### src/shared/clb_consts.svh
`ifndef CLB_CONSTS_SVH
`define CLB_CONSTS_SVH

// register byte offsets on the wishbone bus
`define CLB_LUT0_OFF      8'h00
`define CLB_LUT1_OFF      8'h04
`define CLB_LUT2_OFF      8'h08
`define CLB_LUT3_OFF      8'h0C
`define CLB_MODE_OFF      8'h10
`define CLB_STAT_OFF      8'h14

// mode register field positions, each field four bits, one per cell, except the one-bit clear-use field at 20
`define CLB_MODE_LATCH_POS  0
`define CLB_MODE_INV_POS    4
`define CLB_MODE_DSEL_POS   8
`define CLB_MODE_CEUSE_POS  12
`define CLB_MODE_CASC_POS   16
`define CLB_MODE_CLRUSE_POS 20

// status register field positions
`define CLB_STAT_Q_POS      0
`define CLB_STAT_X_POS      4
`define CLB_STAT_CY_POS     8

// reset values
`define CLB_LUT_RST       16'h0000
`define CLB_MODE_RST      32'h0000_0000

`endif

### src/shared/clb_pkg.sv
package clb_pkg;

  typedef logic [15:0] lut_word_t;

  typedef struct packed {
    lut_word_t [3:0] lut;
    logic [3:0]      latch;
    logic [3:0]      inv;
    logic [3:0]      dsel;
    logic [3:0]      ce_use;
    logic [3:0]      casc_or;
    logic            clr_use;
    logic [3:0]      q;
    logic            ck_prev;
    logic            ack;
    logic [31:0]     rdata;
  } clb_state_t;

endpackage : clb_pkg

### src/hw/configurable_logic_block.sv
// Local design decisions: the Wishbone register port and the register addresses.
`timescale 1ns/1ps
`include "clb_consts.svh"

module configurable_logic_block (
  input  wire logic        clk_i,
  input  wire logic        rst_i,
  input  wire logic        wb_cyc_i,
  input  wire logic        wb_stb_i,
  input  wire logic        wb_we_i,
  input  wire logic [7:0]  wb_adr_i,
  input  wire logic [3:0]  wb_sel_i,
  input  wire logic [31:0] wb_dat_i,
  output logic      [31:0] wb_dat_o,
  output logic             wb_ack_o,
  input  wire logic [15:0] lut_in_i,
  input  wire logic [3:0]  direct_input_i,
  input  wire logic [1:0]  five_sel_i,
  input  wire logic        carry_in_i,
  input  wire logic        cell_clock_i,
  input  wire logic        cell_enable_i,
  input  wire logic        cell_clear_i,
  input  wire logic        global_reset_i,
  input  wire logic [3:0]  tbuf_data_i,
  input  wire logic        tbuf_enable_i,
  output logic      [3:0]  comb_o,
  output logic      [3:0]  direct_out_o,
  output logic      [3:0]  storage_o,
  output logic      [1:0]  five_input_o,
  output logic             carry_out_o,
  output logic      [3:0]  tbuf_data_o,
  output logic      [3:0]  tbuf_oe_o
);
  import clb_pkg::*;

  clb_state_t s_q;
  clb_state_t s_d;
  logic [3:0] lut_f;
  logic [4:0] carry;
  logic [3:0] edge_hit;
  logic [3:0] transp;
  logic [3:0] din;
  logic [3:0] enabled;
  logic       clear_now;
  logic [31:0] lut_merge;

  // truth table lookup, index is the four cell inputs
  function automatic logic lut_pick(input lut_word_t tt, input logic [3:0] a);
    lut_pick = tt[a];
  endfunction : lut_pick

  // byte-lane merge for wishbone writes
  function automatic logic [31:0] lane_merge(input logic [31:0] old_w,
                                             input logic [31:0] new_w,
                                             input logic [3:0]  sel);
    logic [31:0] r;
    r = old_w;
    for (int b = 0; b < 4; b++)
    begin
      if (sel[b])
        r[8*b +: 8] = new_w[8*b +: 8];
    end
    lane_merge = r;
  endfunction : lane_merge

  function automatic logic [31:0] mode_word(input clb_state_t s);
    logic [31:0] w;
    w = '0;
    w[`CLB_MODE_LATCH_POS +: 4] = s.latch;
    w[`CLB_MODE_INV_POS +: 4]   = s.inv;
    w[`CLB_MODE_DSEL_POS +: 4]  = s.dsel;
    w[`CLB_MODE_CEUSE_POS +: 4] = s.ce_use;
    w[`CLB_MODE_CASC_POS +: 4]  = s.casc_or;
    w[`CLB_MODE_CLRUSE_POS]     = s.clr_use;
    mode_word = w;
  endfunction : mode_word

  // fabric inputs come from logic on clk_i, so no synchroniser is needed
  assign carry[0] = carry_in_i;

  genvar gi;
  generate
    for (gi = 0; gi < 4; gi++)
    begin : g_cell
      assign lut_f[gi] = lut_pick(s_q.lut[gi], lut_in_i[4*gi +: 4]);
      // carry mux: pass on a match, force the decided value otherwise
      assign carry[gi+1] = s_q.casc_or[gi]
                           ? (lut_f[gi] ? 1'b1 : carry[gi])
                           : (lut_f[gi] ? carry[gi] : 1'b0);
      assign edge_hit[gi] = s_q.inv[gi]
                            ? (s_q.ck_prev & ~cell_clock_i)
                            : (~s_q.ck_prev & cell_clock_i);
      // latch open while the clock sits at its inactive level
      assign transp[gi] = ~(cell_clock_i ^ s_q.inv[gi]);
      assign enabled[gi] = ~s_q.ce_use[gi] | cell_enable_i;
      assign din[gi] = s_q.dsel[gi] ? direct_input_i[gi] : lut_f[gi];
    end
  endgenerate

  assign clear_now = (s_q.clr_use & cell_clear_i) | global_reset_i;

  always_comb
  begin
    s_d         = s_q;
    lut_merge   = lane_merge({16'h0000, s_q.lut[wb_adr_i[3:2]]},
                             wb_dat_i, wb_sel_i);
    s_d.ck_prev = cell_clock_i;
    for (int i = 0; i < 4; i++)
    begin
      if (s_q.latch[i])
      begin
        if (transp[i] & enabled[i])
          s_d.q[i] = din[i];
      end
      else if (edge_hit[i] & enabled[i])
        s_d.q[i] = din[i];
    end
    if (clear_now)
      s_d.q = 4'h0;

    // classic wishbone slave: ack one cycle after the strobe, for one cycle
    s_d.ack   = wb_cyc_i & wb_stb_i & ~s_q.ack;
    s_d.rdata = 32'h0000_0000;
    if (s_d.ack)
    begin
      case (wb_adr_i)
        `CLB_LUT0_OFF, `CLB_LUT1_OFF, `CLB_LUT2_OFF, `CLB_LUT3_OFF:
        begin
          s_d.rdata = {16'h0000, s_q.lut[wb_adr_i[3:2]]};
          if (wb_we_i)
            s_d.lut[wb_adr_i[3:2]] = lut_merge[15:0];
        end
        `CLB_MODE_OFF:
        begin
          s_d.rdata = mode_word(s_q);
          if (wb_we_i)
          begin
            s_d.rdata   = lane_merge(mode_word(s_q), wb_dat_i, wb_sel_i);
            s_d.latch   = s_d.rdata[`CLB_MODE_LATCH_POS +: 4];
            s_d.inv     = s_d.rdata[`CLB_MODE_INV_POS +: 4];
            s_d.dsel    = s_d.rdata[`CLB_MODE_DSEL_POS +: 4];
            s_d.ce_use  = s_d.rdata[`CLB_MODE_CEUSE_POS +: 4];
            s_d.casc_or = s_d.rdata[`CLB_MODE_CASC_POS +: 4];
            s_d.clr_use = s_d.rdata[`CLB_MODE_CLRUSE_POS];
            s_d.rdata   = mode_word(s_q);
          end
        end
        `CLB_STAT_OFF:
        begin
          s_d.rdata[`CLB_STAT_Q_POS +: 4] = storage_o;
          s_d.rdata[`CLB_STAT_X_POS +: 4] = lut_f;
          s_d.rdata[`CLB_STAT_CY_POS]     = carry[4];
        end
        default:
          s_d.rdata = 32'h0000_0000;
      endcase
    end
  end

  // cell state is cleared by the bus reset as well as by global reset
  always_ff @(posedge clk_i)
  begin
    if (rst_i)
    begin
      s_q         <= '0;
      s_q.lut     <= {4{`CLB_LUT_RST}};
    end
    else
      s_q <= s_d;
  end

  // clear gates the output at once so it does not wait for a clock edge
  assign storage_o    = s_q.q & {4{~clear_now}};
  assign comb_o       = lut_f;
  assign direct_out_o = direct_input_i;
  assign five_input_o = {five_sel_i[1] ? lut_f[3] : lut_f[2],
                         five_sel_i[0] ? lut_f[1] : lut_f[0]};
  assign carry_out_o  = carry[4];
  assign tbuf_data_o  = tbuf_data_i;
  assign tbuf_oe_o    = {4{tbuf_enable_i}};
  assign wb_dat_o     = s_q.rdata;
  assign wb_ack_o     = s_q.ack;

endmodule : configurable_logic_block

### config.mk
export PLATFORM = sky130hd
export DESIGN_NAME = configurable_logic_block
export DESIGN_NICKNAME = d
export VERILOG_FILES = /design/src/shared/clb_pkg.sv /design/src/hw/configurable_logic_block.sv
export VERILOG_INCLUDE_DIRS = /design/src /design/src/shared
export SDC_FILE = /design/constraint.sdc
export NUM_CORES = 1
export LEC_CHECK = 0
export BUFFER_PORTS_ARGS = -buffer_cell sky130_fd_sc_hd__clkbuf_2
export CORE_ASPECT_RATIO = 0.75
export CORE_UTILIZATION = 54
export CTS_CLUSTER_SIZE = 10
export DETAILED_ROUTE_END_ITERATION = 10
export PLACE_DENSITY = 0.77
export SYNTH_ARGS = -nofsm -noshare
export SYNTH_HDL_FRONTEND = slang
export SYNTH_SLANG_ARGS = --single-unit
### constraint.sdc
create_clock -name clk_i -period 2.4 [get_ports clk_i]
set_input_delay 0.36 -clock clk_i [delete_from_list [all_inputs] [get_ports clk_i]]
set_output_delay 0.36 -clock clk_i [all_outputs]
set_load 0.05 [all_outputs]
Word level (Yosys, flattened, before mapping)
Index checks and enable logic that the tools add are counted.
{"block": "word_totals", "reg_bits": 123, "in_bits": 81, "out_inout_bits": 56, "wordCells": 136}
{"block": "op_classes", "magnitude_cmp": 6, "eq_ne": 9, "mux": 51, "n_bitwise": 36, "n_reduce_logical": 17}
{"cell": "bitwise mux 64 bit", "count": 1}
{"cell": "2-to-1 mux 1 bit", "count": 38}
{"cell": "binary-select mux 16 bit (select 2 bit)", "count": 1}
{"cell": "demux 16 bit (select 2 bit)", "count": 1}
{"cell": "2-to-1 mux 16 bit", "count": 2}
{"cell": "case mux 9 bit (3 select lines)", "count": 1}
{"cell": "case mux 12 bit (2 select lines)", "count": 1}
{"cell": "< comparator 4 x 5 -> 1 bit, second input constant", "count": 4}
{"cell": "binary-select mux 1 bit (select 4 bit)", "count": 4}
{"cell": "== test 8 x 4 -> 1 bit, second input constant", "count": 2}
{"cell": "== test 8 x 5 -> 1 bit, second input constant", "count": 2}
{"cell": "2-to-1 mux 8 bit", "count": 2}
{"cell": "AND 1 bit", "count": 13}
{"cell": "inverter 1 bit", "count": 13}
{"cell": "AND reduction 4 bit", "count": 3}
{"cell": "== test 8 x 3 -> 1 bit, second input constant", "count": 1}
{"cell": "zero test 8 bit", "count": 1}
{"cell": "inequality test 2 x 1 -> 1 bit, second input constant", "count": 4}
{"cell": "AND reduction 2 bit", "count": 4}
{"cell": "nonzero test 2 bit", "count": 4}
{"cell": "bitwise OR 1 bit", "count": 5}
{"cell": "AND 4 bit", "count": 1}
{"cell": "OR reduction 2 bit", "count": 2}
{"cell": "OR reduction 4 bit", "count": 1}
{"cell": "other kinds (5)", "count": 8}

Longest topological paths before layout
Gate-level depths: netlist of the first run.
{"block": "depth", "word_depth": 11, "mapped_depth": 8}

Worst setup path before layout of the first run
OpenSTA, ideal clock, no wires.
{"block": "synth_path", "kind": "input to output", "from": "input lut_in_i[12]", "to": "output carry_out_o", "arrival_time_ns": 2.450, "slack_ns": -0.410, "cell_stages": 6, "path_cell_list": "mux4_2 mux2i_1 mux2i_1 or2_2 a22oi_1 nand2_1"}
{"block": "synth_between", "elab_chain_len": 4, "elab_cells_between_ends": 5}
{"element": "from (decl)", "line": "configurable_logic_block.sv:16", "text": "input wire logic [15:0] lut_in_i,"}
{"element": "binary-select mux 1 bit (select 4 bit) (*)", "line": "configurable_logic_block.sv:49", "text": "lut_pick = tt[a];"}
{"element": "2-to-1 mux 1 bit (implied by the code) (*)", "line": "configurable_logic_block.sv:49"}
{"element": "net comb_o[3]", "line": "configurable_logic_block.sv:26", "text": "output logic [3:0] comb_o,"}
{"element": "2-to-1 mux 1 bit, on equally long branches", "line": "configurable_logic_block.sv:89, configurable_logic_block.sv:88"}
{"element": "2-to-1 mux 1 bit (*)", "line": "configurable_logic_block.sv:88", "text": "? (lut_f[gi] ? 1'b1 : carry[gi])"}
{"element": "to (decl)", "line": "configurable_logic_block.sv:30", "text": "output logic carry_out_o,"}
The timed path passes the listed nets; every way through them passes the cells marked *. The select of a mux whose other input is x is not followed.

Final worst setup path of the first run
{"block": "layout_path", "from": "register s_q[81] (netlist bit)", "to": "output carry_out_o"}
{"block": "layout_between", "elab_chain_len": 8, "elab_cells_between_ends": 11}
{"element": "from (decl)", "line": "configurable_logic_block.sv:36", "text": "clb_state_t s_q;"}
{"element": "binary-select mux 1 bit (select 4 bit) (*)", "line": "configurable_logic_block.sv:49"}
{"element": "2-to-1 mux 1 bit (implied by the code) (*)", "line": "configurable_logic_block.sv:49"}
{"element": "2-to-1 mux 1 bit, on equally long branches", "line": "configurable_logic_block.sv:89, configurable_logic_block.sv:88"}
{"element": "2-to-1 mux 1 bit (*)", "line": "configurable_logic_block.sv:88"}
{"element": "2-to-1 mux 1 bit, on equally long branches", "line": "configurable_logic_block.sv:89, configurable_logic_block.sv:88"}
{"element": "2-to-1 mux 1 bit (*)", "line": "configurable_logic_block.sv:88"}
{"element": "2-to-1 mux 1 bit, on equally long branches", "line": "configurable_logic_block.sv:89, configurable_logic_block.sv:88"}
{"element": "2-to-1 mux 1 bit (*)", "line": "configurable_logic_block.sv:88"}
Mark *: on every way between the ends. The rest lies on a longest branch, timed or not. The select of a mux whose other input is x is not followed.

==> impl_metrics.yaml, run 1 <==
route:
  ant_nets: 0
  vias_per_cell: 6.089
  first_pass_iters: 7
  num_vias: 5517
  drc: 0
  wl_per_cell_microns: 20.11
  drtIter0Drc: 649
  wl_microns: 18220
worst_setup_path:
  rrSetupSlack_ps: 220
  critPathMaxFanout: 3
  cp.required_ps: 2040
  cp_top_family: "multiplexers"
  end_kind: "output pin"
  r2r_start: "s_q[81]"
  arrival_ps: 2480
  crit_path_start_kind: "register"
  path_buf_inv: 1
  reg2reg_to: "wb_dat_o[8]"
  crit_type: "register to output pin"
  slowest_delay_ps: 480
  path_cells: "mux4_2, mux2_4, a311oi_4, a311oi_2, a22oi_2, nand2_1, buf_8"
  cpMaxStageDelayCell: "mux4_2"
  rr_worst_depth: 7
placed_design:
  dp_hpwl_microns: 13360
  port-buffer-count: 100
  routabilityCongestion: 0.9723
  post-place-cells: 888
min_path:
  holdPathEnd: "s_q[41]"
  min_path_cells: 3
  min_from: "wb_dat_i[18]"
  hold_class: "input pin to register"
cells_and_area:
  final_common_cell: "nand2_1"
  postLayoutCoreUtil_pct: 68.98
  fillerInstances: 808
  layout_common_cells: "nand2_1 (163), dfxtp_1 (101), clkbuf_2 (96)"
  drive_above_1_share_pct: 36.80
  syn_to_final_growth_pct: 23.70
  finalNonFillerCells: 906
  nets: 845
synthesis:
  ys_types: 50
  synthArstFlopShare_pct: 0
  avgSynthCellArea_sq_um: 8.973
  synth_edf_count: 0
  synth_area_sq_um: 5761
  yosysWarnings: 0
  synth_top_flop_cell: "dfxtp_1"
  ys_ff_latch: 112
  syn_inst: 642
  synth-seq-area-share_pct: 38.92
sta:
  rsz0062_at_grt: "yes"
  fmax_mhz: 352.2
  fin_crit_sh_pct: 118.3
  tightestPinTransition_ps: 927.7
  fin_ws_ps: -438.9
  hold_viol_final: 0
  setup_violations: 3
  maxSlewHeadroom_pct: 38.15
  period_needed_ps: 2839
  fin_skew_ps: 7.250
  slew_violations: 0
clock_tree:
  cts_buffers: 9
  clk_latency_ps: 360
  htreeDepth: 3
  clk_path_buf_depth: 2
  clk_pin_slew_ps: 70
  numClockSinks: 112
  cts_root_buffer: "clkbuf_16"
  ctsHoldBuffers: 0
  cts_tree: "yes"
job:
  cap_violations: 0
global_routing:
  antenna_found_initial: 1
  grt_pass1_vias: 5260
  grt_max_degree: 88
  overflow: 0
  grt_pass1_wl_microns: 28130
  grtUsageTotal_pct: 34.15
die:
  initial_utilization_pct: 55.77
  die_h_microns: 91.45
  ios: 137
  die_w_microns: 121.3
  fp.dieArea_sq_um: 11090
  row_count: 32
  core_sq_um: 10330
status:
  status: "finished with violations"
  violations: "setup timing"
power:
  irDropWorstVdd_mv: 0.4396
  powerDensity_nw_per_um2: 529.3
  p_leak_nw: 2.855
synthesized netlist by cell type (3+ instances only):
cell	number	share of area, %
mux2_2	20	3.9
nand2_1	163	11
a211oi_1	5	0.65
buf_2	11	0.96
mux2i_1	21	3.6
nor2_1	31	2.0
nand3_1	6	0.52
dfxtp_1	112	39
o211ai_1	4	0.52
a21oi_1	86	7.5
and3_1	9	0.98
o21ai_0	6	0.52
inv_1	5	0.33
buf_4	44	5.7
mux4_2	32	13
a222oi_1	8	1.4
buf_1	3	0.20
nand2b_1	5	0.54
and2_1	6	0.65
clkbuf_1	21	1.4
a22oi_1	9	1.2
kinds of logic after synthesis:
| logic type | count (synthesis) | share of synthesized area (%) |
|---|---|---|
| other cells | 1 | 0.06510 |
| mux | 73 | 20.07 |
| simple gates | 243 | 19.16 |
| buf+inv | 84 | 8.580 |
| flops | 112 | 38.92 |
| compound gates | 129 | 13.21 |
final cells by class:
type	count	area [sq um]	area share, %
antenna	1	2.502	0.03512
clock buffer	11	242.7	3.407
clock inverter	5	61.31	0.8604
inverter	5	21.27	0.2985
multi-input combinational	456	3174	44.55
sequential	112	2256	31.66
tap	136	170.2	2.388
timing repair buffer	180	1197	16.80
metal layers:
metal	global-route usage, %	part of all wire, %
met5	0	0
met4	14.20	3.2
met3	10.55	14
met2	52.33	44
met1	44.52	38
how the worst max path moves through the flow:
| stage | start | end | slack (ps) | cells past startpoint |
|---|---|---|---|---|
| after global routing | s_q[89] | carry_out_o | -470 | 7 |
| final | s_q[81] | carry_out_o | -440 | 7 |
| after floorplan | lut_in_i[12] | carry_out_o | -70 | 6 |
| after detailed placement | lut_in_i[5] | carry_out_o | -510 | 8 |
| after CTS | s_q[89] | carry_out_o | -400 | 7 |
| after global placement | lut_in_i[5] | carry_out_o | -430 | 8 |
flip-flops by register name (all words and copies together), names as in the netlist:
signal	count
wb_ack_o	1
wb_dat_o	21
s_q	90
where the power goes:
part	internal, mW	leakage (nW)	total [mW]	switching, mW
Combinational	0.123	1.80	0.348	0.225
Sequential	1.86	0.908	1.86	0.00396
Clock	0.849	0.151	1.56	0.709
Total	2.83	2.85	3.77	0.938
timing repair:
action | CTS | global route
pin swaps | 7 | 3
cloned | 0 | 0
buffers inserted | 0 | 1
setup endpoints to repair | 4 | 5
gates resized for setup | 35 | 9
endpoints found under the hold margin | 0 | 0
stage by stage:
stage | total power [mW] | setup TNS [ps] | hold WS (ps) | setup WS, ps | area, sq um
6_report | 3.771 | -532.7 | 243.6 | -438.9 | 7126
5_1_grt | 3.879 | -684.8 | 242.8 | -465.9 | 7123
4_1_cts | 3.769 | -509.3 | 238.5 | -399.3 | 7097
3_5_place_dp | 2.239 | -694.5 | 461.3 | -509.9 | 6653
3_3_place_gp | 2.233 | -521.5 | 451.8 | -428.3 | 6653
2_1_floorplan | 2.154 | -74.28 | 438.4 | -74.28 | 5814
worst reg2reg max path: cells and delay by family, from the launching register on:
kind,cells,cell delay (ps)
buffers and inverters,1,160
AOI/OAI and AO/OA,4,760
muxes,2,810
DFF,1,350
(Power assumes the default switching activity.)
==> run 2: changes to the inputs <==
ABC_AREA = 1   (was default)
SLEW_MARGIN = 5   (was default)
clock period = 2.8 ns   (was 2.4 ns; I/O delays follow)
==> run 2 against run 1 <==
Against the previous run: the run now ends clean; power down 9.3%; via count rose by 4.8%; count of clock-buffer cells in the layout unchanged; largest cell class unchanged.
==> impl_metrics.yaml, run 2 <==
status:
  status: "finished clean"
die:
  ios: 137
  initial_utilization_pct: 55.85
  row_count: 32
  die_h_microns: 91.69
  core_sq_um: 10370
  fp.dieArea_sq_um: 11150
  die_w_microns: 121.6
min_path:
  holdPathEnd: "s_q[38]"
  hold_class: "input pin to register"
  min_from: "wb_dat_i[20]"
  min_path_cells: 3
route:
  wl_microns: 17670
  first_pass_iters: 5
  drc: 0
  wl_per_cell_microns: 17.99
  vias_per_cell: 5.886
  num_vias: 5780
  drtIter0Drc: 623
  ant_nets: 0
synthesis:
  synth-seq-area-share_pct: 38.71
  ys_ff_latch: 112
  yosysMostFrequentCell: "dfxtp_1"
  synth-xor-area-share_pct: 0
  synth_top_area_share_pct: 38.71
  yosys.area_share.adder_pct: 0
  ys_types: 40
  synthMuxAreaShare_pct: 0
  synth-compound-area-share_pct: 27.65
  synth_edf_count: 0
  ys_top_cells_by_area: "dfxtp_1 (39%), a21oi_1 (8.9%), o21ai_0 (8.2%)"
  yosysWarnings: 0
  avgSynthCellArea_sq_um: 7.331
  synth_top_flop_cell: "dfxtp_1"
  synth_top_area_cell: "dfxtp_1"
  syn_inst: 790
  synthArstFlopShare_pct: 0
  synthSimpleGateAreaFrac_pct: 17.07
  synth_top_family_by_area: "compound AO/OA/AOI/OAI gates"
  synth_area_sq_um: 5792
  ys_top_cells_by_count: "dfxtp_1 (112), a21oi_1 (103), inv_1 (102)"
worst_setup_path:
  cpMaxStageDelayCell: "dfxtp_1"
  path_buf_inv: 3
  crit_start: "s_q[105]"
  rr_worst_depth: 6
  critPathMaxFanout: 5
  rrSetupSlack_ps: 930
  end_kind: "output pin"
  arrival_ps: 2110
  path_cells: "inv_1, o21ai_0, nand2_1, nand3_1, nand3_1, nand2_1, nand2_1, nand2_1, inv_1, a21boi_1, clkbuf_2"
  cp.depth: 11
  crit_path_start_kind: "register"
  reg2reg_to: "s_q[87]"
  r2r_start: "s_q[87]"
  cp.required_ps: 2380
  critPathMostFrequentCell: "nand2_1"
  crit_type: "register to output pin"
  slowest_delay_ps: 350
  cp_top_family: "simple AND/OR/NAND/NOR gates"
sta:
  setup_violations: 0
  fin_setup_tns_ps: 0
  hold_viol_final: 0
  fin_crit_sh_pct: 90.40
  maxSlewHeadroom_pct: 33.10
  tightestPinTransition_ps: 993.1
  slew_violations: 0
  fin_skew_ps: 5.414
  rsz0062_at_grt: "no"
  period_needed_ps: 2531
  fin_ws_ps: 268.7
  fmax_mhz: 395.1
cells_and_area:
  syn_to_final_growth_pct: 9.505
  nets: 922
  fillerInstances: 970
  top_register: "s_q"
  antennaDiodeCount: 0
  largest_register_ffs: 90
  final_common_cell: "dfxtp_1"
  fin_area_sq_um: 6342
  postLayoutCoreUtil_pct: 61.16
  drive_above_1_share_pct: 17.49
  layout_common_cells: "dfxtp_1 (112), a21oi_1 (103), inv_1 (102)"
global_routing:
  use_met1_pct: 46.93
  grtUsageMet3_pct: 9.577
  antenna_found_initial: 0
  busiest_layer: "met1"
  overflow: 0
  grtUsageTotal_pct: 32.26
  grt_max_degree: 82
  grt_pass1_vias: 5100
  met2_usage_pct: 44.08
  grt_pass1_wl_microns: 27030
clock_tree:
  cts_root_buffer: "clkbuf_16"
  clk_path_buf_depth: 2
  cts_tree: "yes"
  post_cts_buffers: 0
  cts_buffers: 9
  clk_pin_slew_ps: 70
  ctsResizeCount: 0
  htreeDepth: 3
  clk_latency_ps: 350
  ctsHoldBuffers: 0
  numClockSinks: 112
placed_design:
  dp_worst_setup_slack_ps: 226.0
  place_area_sq_um: 6020
  routabilityCongestion: 0.9506
  port-buffer-count: 100
  dp_hpwl_microns: 13170
power:
  irDropWorstVdd_mv: 0.2876
  p_leak_nw: 2.643
  powerDensity_nw_per_um2: 539.1
job:
  cap_violations: 0
## run 2: kinds of logic after synthesis
group,Yosys count
AOI/OAI and AO/OA,283
other,1
DFF,112
buffers and inverters,188
and+or+nand+nor,206
## run 2: routing by layer
metal  up-vias  part of all wire [%]
met5         -                     0
met4         0                   2.7
met3        38                    13
met2       355                    40
met1      2664                    44
li1       2723                     -
## run 2: how the worst max path moves through the flow
stage	to	slack [ps]
after floorplan	carry_out_o	20
after global placement	s_q[94]	300
after detailed placement	s_q[101]	230
after CTS	carry_out_o	310
after global routing	carry_out_o	170
final	carry_out_o	270
## run 2: worst min-delay path, cell delays in order
cell and delay (ps):
clkbuf_2 80, nor2_1 90, a211oi_1 50
## run 2: final cells by class
cell class	instances	area, sq um	share of cell area (%)
clock buffer	11	242.7	3.827
sequential	112	2242	35.35
timing repair buffer	108	560.5	8.838
clock inverter	5	80.08	1.263
tap	136	170.2	2.683
multi-input combinational	500	2631	41.49
inverter	110	415.4	6.550
## run 2: where the power goes
group	switching (mW)	internal, mW	total, mW
sequential	0.00218	1.60	1.60
clock	0.608	0.809	1.42
combinational	0.298	0.107	0.405
## run 2: per-stage QoR
step	hold slack (ps)	total power, mW	instances
global route	329.4	3.507	982
global placement	453.2	2.023	966
finish	325.1	3.419	982
CTS	323.0	3.409	982
floorplan	439.5	1.937	800
detailed placement	457.7	2.027	966
